<file path="src/design/lhig_params.svh">
// Purpose: Register offsets, field positions and reset values
// Assumes: Byte addresses on an APB bus with 32-bit data
// Notes: Definitions only
`ifndef LHIG_PARAMS_SVH
`define LHIG_PARAMS_SVH

// ==========================================================
// Register offsets
`define LHIG_OFF_EN2 8'h00
`define LHIG_OFF_SIRQ2 8'h04
`define LHIG_OFF_DIR2 8'h08
`define LHIG_OFF_OUT_DATA_REG_CH2 8'h0c
`define LHIG_OFF_FLAG2 8'h10
`define LHIG_OFF_IST 8'h14
`define LHIG_OFF_IMSK 8'h18

// ==========================================================
// Field positions
`define LHIG_BIT_DIR3 7
`define LHIG_BIT_DIR2 0
`define LHIG_BIT_OUT_BUFFER_FULL_CH2 0
`define LHIG_IRQ_OBF_SET 0
`define LHIG_IRQ_OBF_CLR 1
`define LHIG_IRQ_LPC_RST 2

// ==========================================================
// Reset values
`define LHIG_RST_SIRQ2 8'h00
`define LHIG_RST_EN 1'b0
`define LHIG_RST_OUT_DATA_REG_CH2 8'h00
`define LHIG_RST_IRQ 3'h0

`endif

</file>
<file path="src/design/lhig_pkg.sv">
// Purpose: Types shared by the host interrupt gating block
// Assumes: Nothing
// Notes: Constants live in lhig_params.svh
package lhig_pkg;

    // ======================================================
    // Bus phase
    typedef enum logic [0:0] {
        LHIG_PH_IDLE = 1'b0,
        LHIG_PH_ACK = 1'b1
    } lhig_phase_e;

    typedef logic [2:0] lhig_irq_t;

    // ======================================================
    // Module state records
    typedef struct packed {
        logic armed;
        logic en;
    } lhig_bit_s;

    typedef struct packed {
        lhig_phase_e phase;
        logic [31:0] prdata;
        logic pready;
        logic pslverr;
        logic [7:0] out_data_reg_ch2;
        logic out_buffer_full_ch2;
        logic dir2;
        logic [7:0] sirq2;
        lhig_irq_t ist;
        lhig_irq_t imsk;
        logic irq;
    } lhig_top_s;

endpackage

</file>
<file path="src/design/lhig_top.sv">
// Purpose: Host interrupt enable gating for channels 2 and 3
// Assumes: APB slave, pclk 40 MHz, inputs synchronous to pclk
// Notes: Local CPU only; the host has no register path
`timescale 1ns/1ps
module lhig_top
    import lhig_pkg::*;
(
    input wire logic pclk,
    input wire logic presetn,
    input wire logic [7:0] paddr,
    input wire logic psel,
    input wire logic penable,
    input wire logic pwrite,
    input wire logic [31:0] pwdata,
    output logic [31:0] prdata,
    output logic pready,
    output logic pslverr,
    input wire logic lpc_hw_reset,
    input wire logic lpc_sw_reset,
    input wire logic hw_standby,
    input wire logic host_out_data_reg_ch2_read,
    input wire logic [4:0] ch3_enable,
    input wire logic ch3_obf,
    output logic host_request_line_11,
    output logic host_request_line_10,
    output logic host_request_line_9,
    output logic host_request_line_6,
    output logic [4:0] ch3_request,
    output logic irq
);
`include "lhig_params.svh"

    lhig_top_s st_r;
    lhig_top_s st_nxt;

    logic [3:0] en2;
    logic [3:0] req2;
    logic acc;
    logic done;
    logic wr;
    logic rd;
    logic hit;
    logic en_rd;
    logic en_wr;
    logic lpc_rst;
    logic obf_set;
    logic obf_clr;
    logic en_clr;
    lhig_irq_t ev;

    // ======================================================
    // Bus decode
    assign acc = psel && penable;
    assign done = acc && st_r.pready;
    assign wr = done && pwrite;
    assign rd = done && !pwrite;
    assign en_rd = rd && (paddr == `LHIG_OFF_EN2);
    assign en_wr = wr && (paddr == `LHIG_OFF_EN2);

    always_comb
    begin
        if (paddr == `LHIG_OFF_EN2)
        begin
            hit = 1'b1;
        end
        else if (paddr == `LHIG_OFF_SIRQ2)
        begin
            hit = 1'b1;
        end
        else if (paddr == `LHIG_OFF_DIR2)
        begin
            hit = 1'b1;
        end
        else if (paddr == `LHIG_OFF_OUT_DATA_REG_CH2)
        begin
            hit = 1'b1;
        end
        else if (paddr == `LHIG_OFF_FLAG2)
        begin
            hit = 1'b1;
        end
        else if (paddr == `LHIG_OFF_IST)
        begin
            hit = 1'b1;
        end
        else if (paddr == `LHIG_OFF_IMSK)
        begin
            hit = 1'b1;
        end
        else
        begin
            hit = 1'b0;
        end
    end

    // ======================================================
    // Buffer-full flag events
    assign lpc_rst = lpc_hw_reset || lpc_sw_reset;
    assign obf_set = wr && (paddr == `LHIG_OFF_OUT_DATA_REG_CH2);
    assign obf_clr = st_r.out_buffer_full_ch2 && !obf_set && (host_out_data_reg_ch2_read
        || (wr && (paddr == `LHIG_OFF_FLAG2)
        && !pwdata[`LHIG_BIT_OUT_BUFFER_FULL_CH2]));
    assign en_clr = lpc_rst || hw_standby
        || (obf_clr && !st_r.dir2);

    always_comb
    begin
        ev = '0;
        ev[`LHIG_IRQ_OBF_SET] = obf_set;
        ev[`LHIG_IRQ_OBF_CLR] = obf_clr;
        ev[`LHIG_IRQ_LPC_RST] = lpc_rst;
    end

    // ======================================================
    // Enable bits
    genvar gi;
    generate
        for (gi = 0; gi < 4; gi++)
        begin : g_en
            lhig_en_bit u_bit (
                .pclk(pclk),
                .presetn(presetn),
                .rd_done(en_rd),
                .wr_done(en_wr),
                .wr_bit(pwdata[gi]),
                .clr(en_clr),
                .en(en2[gi])
            );
        end
    endgenerate

    // ======================================================
    // Request gating
    lhig_req_gate #(.N(4)) u_gate2 (
        .pclk(pclk),
        .presetn(presetn),
        .en(en2),
        .out_buffer_full(st_r.out_buffer_full_ch2),
        .direct(st_r.dir2),
        .req(req2)
    );

    lhig_req_gate #(.N(5)) u_gate3 (
        .pclk(pclk),
        .presetn(presetn),
        .en(ch3_enable),
        .out_buffer_full(ch3_obf),
        .direct(st_r.sirq2[`LHIG_BIT_DIR3]),
        .req(ch3_request)
    );

    assign host_request_line_11 = req2[3];
    assign host_request_line_10 = req2[2];
    assign host_request_line_9 = req2[1];
    assign host_request_line_6 = req2[0];

    // ======================================================
    // Next state
    always_comb
    begin
        st_nxt = st_r;
        st_nxt.pready = 1'b0;
        st_nxt.pslverr = 1'b0;
        st_nxt.phase = LHIG_PH_IDLE;
        if (acc && !st_r.pready)
        begin
            st_nxt.pready = 1'b1;
            st_nxt.phase = LHIG_PH_ACK;
            st_nxt.pslverr = !hit;
            st_nxt.prdata = '0;
            if (!pwrite)
            begin
                if (paddr == `LHIG_OFF_EN2)
                begin
                    st_nxt.prdata[3:0] = en2;
                end
                else if (paddr == `LHIG_OFF_SIRQ2)
                begin
                    st_nxt.prdata[7:0] = st_r.sirq2;
                end
                else if (paddr == `LHIG_OFF_DIR2)
                begin
                    st_nxt.prdata[`LHIG_BIT_DIR2] = st_r.dir2;
                end
                else if (paddr == `LHIG_OFF_OUT_DATA_REG_CH2)
                begin
                    st_nxt.prdata[7:0] = st_r.out_data_reg_ch2;
                end
                else if (paddr == `LHIG_OFF_FLAG2)
                begin
                    st_nxt.prdata[`LHIG_BIT_OUT_BUFFER_FULL_CH2] = st_r.out_buffer_full_ch2;
                end
                else if (paddr == `LHIG_OFF_IST)
                begin
                    st_nxt.prdata[2:0] = st_r.ist;
                end
                else if (paddr == `LHIG_OFF_IMSK)
                begin
                    st_nxt.prdata[2:0] = st_r.imsk;
                end
            end
        end
        if (wr)
        begin
            if (paddr == `LHIG_OFF_SIRQ2)
            begin
                st_nxt.sirq2 = pwdata[7:0];
            end
            else if (paddr == `LHIG_OFF_DIR2)
            begin
                st_nxt.dir2 = pwdata[`LHIG_BIT_DIR2];
            end
            else if (paddr == `LHIG_OFF_OUT_DATA_REG_CH2)
            begin
                st_nxt.out_data_reg_ch2 = pwdata[7:0];
            end
            else if (paddr == `LHIG_OFF_IST)
            begin
                st_nxt.ist = st_r.ist & ~pwdata[2:0];
            end
            else if (paddr == `LHIG_OFF_IMSK)
            begin
                st_nxt.imsk = pwdata[2:0];
            end
        end
        if (obf_set)
        begin
            st_nxt.out_buffer_full_ch2 = 1'b1;
        end
        else if (obf_clr)
        begin
            st_nxt.out_buffer_full_ch2 = 1'b0;
        end
        st_nxt.ist = st_nxt.ist | ev;
        if (hw_standby)
        begin
            st_nxt.sirq2 = `LHIG_RST_SIRQ2;
            st_nxt.out_buffer_full_ch2 = 1'b0;
        end
        st_nxt.irq = |(st_nxt.ist & st_nxt.imsk);
    end

    // ======================================================
    // State register
    always_ff @(posedge pclk or negedge presetn)
    begin
        if (!presetn)
        begin
            st_r <= '{
                phase: LHIG_PH_IDLE,
                prdata: 32'h0000_0000,
                pready: 1'b0,
                pslverr: 1'b0,
                out_data_reg_ch2: `LHIG_RST_OUT_DATA_REG_CH2,
                out_buffer_full_ch2: 1'b0,
                dir2: 1'b0,
                sirq2: `LHIG_RST_SIRQ2,
                ist: `LHIG_RST_IRQ,
                imsk: `LHIG_RST_IRQ,
                irq: 1'b0
            };
        end
        else
        begin
            st_r <= st_nxt;
        end
    end

    // ======================================================
    // Outputs
    assign prdata = st_r.prdata;
    assign pready = st_r.pready;
    assign pslverr = st_r.pslverr;
    assign irq = st_r.irq;

endmodule

</file>
<file path="src/design/lhig_en_bit.sv">
// Purpose: One host interrupt enable bit with read-zero arming
// Assumes: Strobes are one-cycle pulses from the bus slave
// Notes: Hardware clear has priority over a write
`timescale 1ns/1ps
module lhig_en_bit
    import lhig_pkg::*;
(
    input wire logic pclk,
    input wire logic presetn,
    input wire logic rd_done,
    input wire logic wr_done,
    input wire logic wr_bit,
    input wire logic clr,
    output logic en
);
`include "lhig_params.svh"

    lhig_bit_s st_r;
    lhig_bit_s st_nxt;

    // ======================================================
    // Next state
    always_comb
    begin
        st_nxt = st_r;
        if (rd_done)
        begin
            st_nxt.armed = ~st_r.en;
        end
        else if (wr_done)
        begin
            st_nxt.armed = 1'b0;
        end
        if (clr)
        begin
            st_nxt.en = 1'b0;
        end
        else if (wr_done && !wr_bit)
        begin
            st_nxt.en = 1'b0;
        end
        else if (wr_done && wr_bit && st_r.armed)
        begin
            st_nxt.en = 1'b1;
        end
    end

    // ======================================================
    // State register
    always_ff @(posedge pclk or negedge presetn)
    begin
        if (!presetn)
        begin
            st_r <= '{armed: 1'b0, en: `LHIG_RST_EN};
        end
        else
        begin
            st_r <= st_nxt;
        end
    end

    assign en = st_r.en;

endmodule

</file>
<file path="src/design/lhig_req_gate.sv">
// Purpose: Gates enable bits with a buffer-full flag
// Assumes: Inputs synchronous to pclk
// Notes: Outputs registered
`timescale 1ns/1ps
module lhig_req_gate
    import lhig_pkg::*;
#(
    parameter int N = 4
)
(
    input wire logic pclk,
    input wire logic presetn,
    input wire logic [N-1:0] en,
    input wire logic out_buffer_full,
    input wire logic direct,
    output logic [N-1:0] req
);

    logic [N-1:0] req_r;
    logic [N-1:0] req_nxt;

    // ======================================================
    // Gating
    always_comb
    begin
        if (direct)
        begin
            req_nxt = en;
        end
        else
        begin
            req_nxt = en & {N{out_buffer_full}};
        end
    end

    always_ff @(posedge pclk or negedge presetn)
    begin
        if (!presetn)
        begin
            req_r <= '0;
        end
        else
        begin
            req_r <= req_nxt;
        end
    end

    assign req = req_r;

endmodule

</file>
<file path="config.mk">
export PLATFORM = sky130hd
export DESIGN_NAME = lhig_top
export DESIGN_NICKNAME = d
export VERILOG_FILES = /design/src/design/lhig_pkg.sv /design/src/design/lhig_top.sv /design/src/design/lhig_en_bit.sv /design/src/design/lhig_req_gate.sv
export VERILOG_INCLUDE_DIRS = /design/src /design/src/design
export SDC_FILE = /design/constraint.sdc
export NUM_CORES = 1
export LEC_CHECK = 0
export BUFFER_PORTS_ARGS = -buffer_cell sky130_fd_sc_hd__buf_2
export CAP_MARGIN = 20
export CORE_MARGIN = 4
export CORE_UTILIZATION = 40
export CTS_CLUSTER_DIAMETER = 50
export DETAILED_ROUTE_END_ITERATION = 7
export GPL_ROUTABILITY_DRIVEN = 1
export GPL_TIMING_DRIVEN = 0
export PLACE_DENSITY = 0.77
export SETUP_SLACK_MARGIN = 0.02
export SLEW_MARGIN = 15
export SYNTH_ARGS = -nofsm -noshare
export SYNTH_HDL_FRONTEND = slang
export SYNTH_HIERARCHICAL = 1
export SYNTH_SLANG_ARGS = --single-unit
export TNS_END_PERCENT = 50
</file>
<file path="constraint.sdc">
create_clock -name pclk -period 1.9 [get_ports pclk]
set_input_delay 0.19 -clock pclk [delete_from_list [all_inputs] [get_ports pclk]]
set_output_delay 0.19 -clock pclk [all_outputs]
set_load 0.1 [all_outputs]
</file>
Word level (Yosys, flattened, before mapping)
Index checks and enable logic that the tools add are counted.

operators by class
  eq/ne operators = 6
  multiplexer cells = 51
  bitwise operators = 12
  reduce and logical (&&, ||, !) cells = 51

operator list
  operator                                              count
  2-to-1 mux 8 bit                                      4
  2-to-1 mux 1 bit                                      29
  logical AND 1 bit                                     25
  equality test 8 x 5 -> 1 bit (second input constant)  3
  2-to-1 mux 3 bit                                      6
  2-to-1 mux 6 bit                                      3
  equality test 8 x 4 -> 1 bit (second input constant)  2
  nonzero test 3 bit                                    5
  2-to-1 mux 14 bit                                     1
  2-to-1 mux 4 bit                                      3
  2-to-1 mux 5 bit                                      2
  logical NOT 1 bit                                     9
  equality test 8 x 3 -> 1 bit (second input constant)  1
  logical NOT 8 bit                                     1
  2-to-1 mux 7 bit                                      1
  bitwise AND 3 bit                                     2
  inverter 1 bit                                        6
  nonzero test 2 bit                                    3
  bitwise AND 5 bit                                     1
  bitwise AND 4 bit                                     1
  logical OR 1 bit                                      4
  2-to-1 mux 2 bit                                      2
  AND reduction 4 bit                                   1
  inverter 3 bit                                        1
  other kinds (4)                                       4

storage, ports and cells
  register bits = 52
  input bits = 55
  output and inout bits = 44
  logic and storage cells = 140

Depth between registers and ports, before layout
Gate-level depths: netlist of the first run.

  depth after elaboration = 10
  gate-level depth with buffers = 7
  gate-level depth less buffers = 6

By module
Netlist of the first run, hierarchy kept.

modules (own cells, without submodules)
  module                   instances  cells each  area an instance (µm²)  sequential area each (µm²)
  lhig_top                 1          201         1956.9                  875.8
  lhig_en_bit              4          8           87.6                    50.0
  lhig_req_gate (u_gate3)  1          10          162.7                   125.1
  lhig_req_gate (u_gate2)  1          8           130.1                   100.1

Least setup slack after synthesis of the first run
Ideal clock, no wire load.

  path type = flip-flop to flip-flop
  start point = reg st_r (netlist bit pready)
  end point = reg g_en[0].u_bit.st_r (netlist bit g_en[0].u_bit/en)
  library setup time = 0.149 ns
  data arrival time = 2.429 ns
  data required time = 1.751 ns
  setup slack = -0.678 ns
  stages on the path, launching flop included = 6
  buffers on the path = 1
  period minus slack after synthesis = 2.578 ns
  path through = dfrtp_1 and4_1 clkbuf_1 a41oi_1 o31ai_1 nor3_2

between the ends
  longest elaborated chain between the ends = 9
  elaborated cells on any way between the ends = 18
  classes of those cells = mux (2); reduce/logical (16)

ends and longest elaborated chain
  element                                                                         RTL line                          source
  start: declaration                                                              lhig_top.sv:33                    lhig_top_s st_r;
  start signal: assignment                                                        lhig_top.sv:249                   st_r <= '{
  start signal: assignment                                                        lhig_top.sv:265                   st_r <= st_nxt;
  logical AND 1 bit (*)                                                           lhig_top.sv:54                    assign done = acc && st_r.pready;
  logical AND 1 bit (*)                                                           lhig_top.sv:55                    assign wr = done && pwrite;
  logical AND 1 bit (on tied branches)                                            lhig_top.sv:99, lhig_top.sv:101
  logical NOT 1 bit / logical AND 1 bit (equally long branches)                   lhig_top.sv:100, lhig_top.sv:101
  logical AND 1 bit / logical OR 1 bit (equally long branches)                    lhig_top.sv:100                   assign obf_clr = st_r.out_buffer_full_ch2 && !obf_set && (host_out_data_reg_ch2_read
  logical AND 1 bit (*)                                                           lhig_top.sv:100
  logical AND 1 bit (*)                                                           lhig_top.sv:104                   || (obf_clr && !st_r.dir2);
  logical OR 1 bit (*)                                                            lhig_top.sv:104
  net en_clr                                                                      lhig_top.sv:48                    logic en_clr;
  nonzero test 3 bit (no source line) / 2-to-1 mux 1 bit (equally long branches)  -
  end signal: assignment                                                          lhig_en_bit.sv:54                 st_r <= '{armed: 1'b0, en: `LHIG_RST_EN};
  end signal: assignment                                                          lhig_en_bit.sv:58                 st_r <= st_nxt;
  end: declaration                                                                lhig_en_bit.sv:18                 lhig_bit_s st_r;

Mark *: on every way through the listed nets, which the timed path passes. The rest lies on a longest branch.
A chain may end at the register's enable or synchronous reset.

==> results of run 1 <==
-- layout make-up --
cell class                      count  area (um2)
Clock inverter                      1        7.51
Sequential cell                    52        1310
Tap cell                           77        96.3
Fill cell                         612        3070
Clock buffer                        7        86.3
Multi-Input combinational cell    176        1150
Buffer                             39         277
Timing Repair Buffer               53         297
Inverter                            7        26.3
-- worst min path at each step --
stage / start / end / slack, ns / depth (start not counted)
6_report: ch3_enable[2] / u_gate3/req[2] / 0.1 / 2
5_1_grt: ch3_enable[3] / u_gate3/req[3] / 0.09 / 2
4_1_cts: ch3_enable[2] / u_gate3/req[2] / 0.09 / 2
3_5_place_dp: presetn / g_en[0].u_bit/st_r[1] / 0.21 / 1
3_3_place_gp: ch3_enable[2] / u_gate3/req[2] / 0.40 / 2
2_1_floorplan: presetn / g_en[0].u_bit/en / -0.11 / 0
-- flip-flops by register name, indices dropped and copies added, names as in the netlist --
register / cells
u_gate3/req: 5
prdata: 8
st_r: 24
g_en.u_bit/en: 4
irq: 1
u_gate2/req: 4
pslverr: 1
g_en.u_bit/st_r: 4
pready: 1
-- cells in the final DEF (no fill, tap or decap), types with 3 or more instances in the layout --
cell / count
a22oi_1: 7
nand2_1: 23
nor3_1: 3
nand4_1: 3
nor3_2: 5
o21ai_0: 5
a22o_1: 7
dfrtp_1: 51
conb_1: 24
nand3_1: 10
clkbuf_8: 6
nor2_1: 10
nor2b_1: 9
clkbuf_1: 3
inv_1: 7
a21oi_1: 12
o21a_1: 9
and3_1: 5
mux2_2: 11
buf_4: 34
buf_2: 50
-- power groups by stage --
stage	clock network, mW	registers [mW]	logic, mW
floorplan	0	1.20	0.289
global placement	0	1.14	0.442
detailed placement	0	1.14	0.450
CTS	0.675	1.12	0.456
global route	0.726	1.12	0.483
finish	0.654	1.12	0.460
-- per-layer routing --
| metal | wire length [um] | GRT usage (%) | vias to the layer above |
|---|---|---|---|
| met4 | 110 | 5.22 | 0 |
| met5 | 0 | 0 | - |
| met1 | 2780 | 22.9 | 1021 |
| li1 | - | - | 1015 |
| met3 | 421 | 4.66 | 9 |
| met2 | 3100 | 26.1 | 71 |
-- repair_timing --
item                                    4_1_cts  5_1_grt
resized for setup                             8        5
endpoints found under the setup margin        9       11
pin swaps                                     1        1
buffers inserted                              1        2
hold buffers                                  1        0
endpoints found under the hold margin        22        0
-- cell families (layout without fill, tap and decap cells) --
logic type | count (synthesis) | count (layout) | synth area share [%]
and+or+nand+nor | 83 | 83 | 17.3
muxes | 13 | 13 | 5.53
other | 1 | 24 | 0.144
DFF | 52 | 52 | 50.0
buffers and inverters | 46 | 107 | 11.4
AOI/OAI and AO/OA | 56 | 56 | 15.6
-- metrics by stage --
step	total power, mW	std cells	area (um2)	utilization (%)
final	2.23	412	3240	51.4
after global routing	2.33	412	3240	51.4
after CTS	2.25	410	3210	50.8
after detailed placement	1.59	400	3060	48.5
after global placement	1.58	399	3040	48.1
after floorplan	1.49	274	2700	-
==> summary by stage, run 1 <==
Setup path
The count of buffering cells on the critical path with inverters included is 1. The maximum cell stage delay along the critical path is about 0.51 ns. The worst setup path is captured at a register. Of all nets on the critical path, the largest fanout is 3. The endpoint of the worst register-to-register path is irq.

The launching element of the worst setup path is pready. At the worst endpoint, the required time is roughly 2.1 ns. The element type at the critical path start is a register.

The critical path endpoint is irq. The slack of the worst reg-to-reg path is about 0.022 ns. The data arrival at the endpoint of the critical path is between 2 and 2.5 ns.

The kind of cell with the highest combined delay along the critical path is simple AND/OR/NAND/NOR gates. The setup path with the least slack is of type register to register. In this run the number of cells on the critical path is 6.

The worst register-to-register path begins at pready. The slowest stage cell on the critical path is or4_4. The critical path goes through nand4_1 -> buf_6 -> or4_4 -> a32oi_2 -> nor2b_1 -> a221o_1. For the worst flop-to-flop path, the logic depth is 6.

Floorplan
The initial core utilization is around two fifths. The die covers just under 8000 um2. The height of the die is 88.6 um. The row count is 29. The core area is roughly 6300 um2. between 90 and 100 I/O pins were placed. The horizontal die dimension is 88.6 um.

CTS
The tree built by TritonCTS fans out to 52 sinks. The TritonCTS buffer count is 5. The H-tree was split into 2 levels. The TritonCTS clock tree is done.

The clock slew seen by the registers of the worst setup and hold paths is approximately 0.090 ns. The tree is rooted in a clkbuf_8. Clock latency on the worst-skew pair, taken at its later pin, is 0.30 ns.

The maximum count of clock buffers along a single path is 2.

Synthesis
The number of synthesized flops with an enable pin is 0. Of the synthesized area, sequential elements account for around 50%. Synthesis produced around 250 cells.

The most instantiated library cell after synthesis is dfrtp_1. In the synthesized netlist the dominant register cell turns out to be dfrtp_1. The largest area contributor in the synthesized netlist is dfrtp_1. After synthesis, the mean cell area works out to roughly 10 um2.

The async set-or-reset flop fraction in the synthesized netlist is 100%. The post-synth design cell area is roughly 2600 um2. The commonest cells after synthesis are dfrtp_1, buf_4, nand2_1. The flop and latch count out of synthesis is 52. The area fraction of the dominant cell type after synthesis is roughly half. After synthesis, the cell types taking the most area are dfrtp_1, buf_4, mux2_2, nand2_1, o21a_1. The Yosys warning count is 6. The synthesized netlist contains between 40 and 50 unique library cells.

Global routing
The first-pass GRT wire length is around 10 mm. The number of global-route vias before repair is approximately 2000. The total overflow left after global routing is 0. The initial antenna violation count is 0. Entering global routing, the biggest net connects 31 pins. The global router's overall resource usage is 16.8%.

Timing
The accumulated negative setup slack is 0 ns. In this run the tightest slew margin relative to its limit is roughly 64%. The clock arrives with 0.00394 ns of skew. The number of hold violations in the final report was 0. Setup repair after global routing could not meet its margin everywhere. For this run, the top clock speed supported by timing is approximately 530 MHz. Setup violations remaining at the end of the flow were counted as 0.

The minimum hold slack is between 0.09 and 0.1 ns. Dividing the final minimum period by the clock period gives between 90% and 100%. The time the final worst path needs with I/O delays and setup is ~1.9 ns.

At the pin with the least slew margin, the transition time is between 0.5 and 0.6 ns. The worst setup margin is between 0.02 and 0.025 ns. The final-report max-slew violation count is 0.

Power
Combinational logic is responsible for 20.6% of the overall power. Of the total power, the share spent switching nets is between 30% and 40%. The portion of total power attributed to the clock network is 29.3%. The share of total power dissipated in sequential elements is about half. The design internal power is between 1.5 and 2 mW. Summed over all cells, the static leakage comes to approximately 1.6 nW. The highest ir drop seen on vdd is 0.336 mV.

In this run the power spent charging and discharging nets is ~0.73 mW. The power density of the placed cells is about 700 nW/um2.

Place
Detailed placement ended at an HPWL of just under 5 mm. The final RePlAce weighted congestion is a little under 0.9. The count of input and output buffers is 48. At the placement stage, the worst setup path has a slack of -0.534 ns.

Detailed routing
Before antenna repair, the detailed router went through 4 iterations. The residual DRC count is 0. The routed layout has between 2000 and 2500 vias. After detailed routing, the average wire length per cell comes to approximately 16 um.

The detail route stage leaves a number of antenna-violating nets equal to 0. The detailed-route vias per instance is between 5 and 6. The post-detailed-routing wire length is around 6.4 mm. In this run, the number of DRC markers left after iteration 0 of detailed routing was 68.

Finish
The layout net count is between 300 and 400. The number of inserted diodes is 0. The layout overhead on the synthesized area is 24.8%. The share of layout cells above drive strength 1 is 36.4%.

Min path
The class of the tightest hold or removal check is input pin to register.

Status
The flow ran to the end, and the final reports show no timing, DRC or antenna violations.

Run
Max-cap violations in this run came to 0.
Power figures use the tool's default switching activity.
==> run 2, diff against run 1 <==
--- a/config.mk
+++ b/config.mk
@@ -6,16 +6,17 @@
 export SDC_FILE = /design/constraint.sdc
 export NUM_CORES = 1
 export LEC_CHECK = 0
-export BUFFER_PORTS_ARGS = -buffer_cell sky130_fd_sc_hd__buf_2
 export CAP_MARGIN = 20
 export CORE_MARGIN = 4
 export CORE_UTILIZATION = 40
 export CTS_CLUSTER_DIAMETER = 50
 export DETAILED_ROUTE_END_ITERATION = 7
+export DONT_BUFFER_PORTS = 1
 export GPL_ROUTABILITY_DRIVEN = 1
 export GPL_TIMING_DRIVEN = 0
-export PLACE_DENSITY = 0.77
+export PLACE_DENSITY = 0.63
 export SETUP_SLACK_MARGIN = 0.02
+export SKIP_LAST_GASP = 1
 export SLEW_MARGIN = 15
 export SYNTH_ARGS = -nofsm -noshare
 export SYNTH_HDL_FRONTEND = slang
==> summary by stage, run 2 (same netlist as run 1, synthesis figures left out) <==
Timing
Setup slack on the critical path of the routed design comes to -0.226 ns. The clock arrives with 0.00514 ns of skew. The number of hold violations in the final report was 0. The number of endpoints failing setup at the final stage is 5.

The ratio of final minimum period to clock period is 112%. Subtracting the final worst setup slack from the clock period gives between 2 and 2.5 ns. For the pin with the worst max-slew slack, the measured transition is between 0.8 and 0.9 ns. The maximum achievable frequency is 470 MHz. Setup repair after global routing could not meet its margin everywhere. The final-report max-slew violation count is 0. The worst slew margin relative to its limit is 40.4%.

Setup path
The startpoint identified for the worst register-to-register timing path is pready. In this run the worst path has a maximum fanout of 5. The worst setup path is launched from a register. The signal on the critical path passes through nand4_1 -> buf_4 -> or4_4 -> a32oi_2 -> nor2b_1 -> a221o_1. The critical path class is register to register. At the worst endpoint, the required time is between 2 and 2.5 ns. The launching element of the worst setup path is pready.

STA puts the critical path data arrival time at 2.33 ns. The slack of the worst reg-to-reg path is -0.23 ns. The maximum cell stage delay along the critical path is roughly 0.64 ns. The slowest stage cell on the critical path is dfrtp_4. The kind of end point of the critical path is a register.

Global routing
The largest net degree at the start of global routing is 53. The global router's overall resource usage is between 10% and 20%. The initial antenna violation count is 0.

The first global-routing pass estimated 9.80 mm of wire. The number of global-route vias before repair is roughly 1900. Global routing finished with a remaining overflow of 0.

Finish
The utilization after layout is between 40% and 50%. Relative to the synthesized area, the layout overhead comes to 18.8%. Leaving out fill and tap cells, the most frequent cells in the layout are dfrtp_1, buf_4, conb_1, nand2_1, a21oi_1. The register with the most flip-flops in the layout has 24 of them. The library cell used most frequently in the layout, excluding fill and tap cells, is dfrtp_1. The net count of the finished layout is roughly 350. The most flop-heavy register is st_r. The number of inserted diodes is 0. Of the cells placed in the final design, the portion with a size suffix greater than 1 is about 25%. The number of inserted filler cells in the final layout is approximately 620.

Floorplan
The core area is approximately 6300 um2. Once the floorplan was initialized, standard cells occupied between 40 and 50% of the core. The die is about 89 um tall.

Measured along the x axis, the die boundary spans a little under 90 um. The row count is 29. Pin placement for this block handled 99 I/O pins. The floorplan step defined a die boundary enclosing 7850 um2.

Detailed routing
The count of antenna-violating nets left after detailed routing is 0. The first detailed-routing pass took 4 iterations. Using the TritonRoute via totals, the vias-per-cell ratio works out to between 5 and 6. For this run, design rule violations remaining after detail routing come to 0.

The via count is between 1500 and 2000. The post-detailed-routing wire length is between 6 and 7 mm. After detailed routing, the average wire length per cell comes to around 17 um. The violation count after the first detailed-route iteration is approximately 110.

Power
In this run the static leakage power is 1.43 nW. The highest ir drop seen on vdd is approximately 0.40 mV. The power density of the placed cells is roughly 760 nW/um2. The design draws around 2.4 mW.

Min path
The worst hold path belongs to the class input pin to register. The worst hold path startpoint is lpc_sw_reset.

CTS
The TritonCTS buffer count is 5. The number of clock sinks is 52. The level count of the clock H-tree is 2.

The latest clock arrival within the worst-skew pair is approximately 0.31 ns. The longest clock path from root to sink contains 2 buffers. The clock slew seen by the registers of the worst setup and hold paths is 0.10 ns. In this run the clock root is driven by a clkbuf_8. TritonCTS built the clock tree.

Run
The total of max-cap violations is 0.

Place
The count of input and output buffers is 0. Before CTS, the worst setup slack after placement is -0.432 ns. Routability-driven placement finished with a final weighted congestion of between 0.9 and 1.

After legalization and detailed placement, the total HPWL measured between 4 and 5 mm.

Status
The final reports fail on setup timing. The flow ran to the end, but the final reports show violations.
[run 2: layout make-up]
class / count / area (um2) / share of cell area, %
buffer: 39 / 277 / 8.95
clock buffer: 7 / 96.3 / 3.12
clock inverter: 1 / 30.0 / 0.972
inverter: 7 / 26.3 / 0.851
multi-input combinational: 176 / 1140 / 37.0
sequential: 52 / 1310 / 42.2
tap: 77 / 96.3 / 3.12
timing repair buffer: 10 / 115 / 3.73
[run 2: critical path, delay by kind of cell (launching register included)]
kind                   cells  cell delay [ns]
DFF                        1             0.64
AOI/OAI and AO/OA          2             0.48
and+or+nand+nor            3             0.73
buffers and inverters      1             0.18
[run 2: final timing paths]
check,to,cells after the start
max,irq,6
min,st_r[6],1
max reg2reg,irq,6
min reg2reg,prdata[3],1
max in group asynchronous,pready,2
min in group asynchronous,st_r[7],2
[run 2: per-layer routing]
layer / up-vias / wire (um) / GRT usage [%]
met5: - / 0 / 0
met4: 0 / 95 / 6.59
met3: 9 / 554 / 4.38
met2: 80 / 2700 / 24.0
met1: 939 / 2850 / 23.8
li1: 930 / - / -
[run 2: power breakdown]
part           switching [mW]  internal, mW
Combinational           0.275        0.0743
Clock                   0.367         0.465
Sequential             0.0652          1.12
Total                   0.707          1.65
[run 2: repair_timing]
item | CTS | global route
buffers inserted | 1 | 0
setup endpoints to repair | 24 | 24
endpoints found under the hold margin | 59 | 2
pin swaps | 2 | 3
hold buffers | 7 | 2
resized for setup | 6 | 6
[run 2: per-stage QoR]
stage | cells | setup TNS, ns | cell area [um2] | hold WS (ns)
6_report | 369 | -0.865 | 3090 | 0.00813
5_1_grt | 369 | -1.65 | 3090 | 0.000234
4_1_cts | 367 | -1.17 | 3050 | 0.00328
3_5_place_dp | 351 | -4.20 | 2800 | -0.104
3_3_place_gp | 351 | -4.14 | 2800 | -0.104
2_1_floorplan | 274 | -0.0547 | 2700 | -0.106
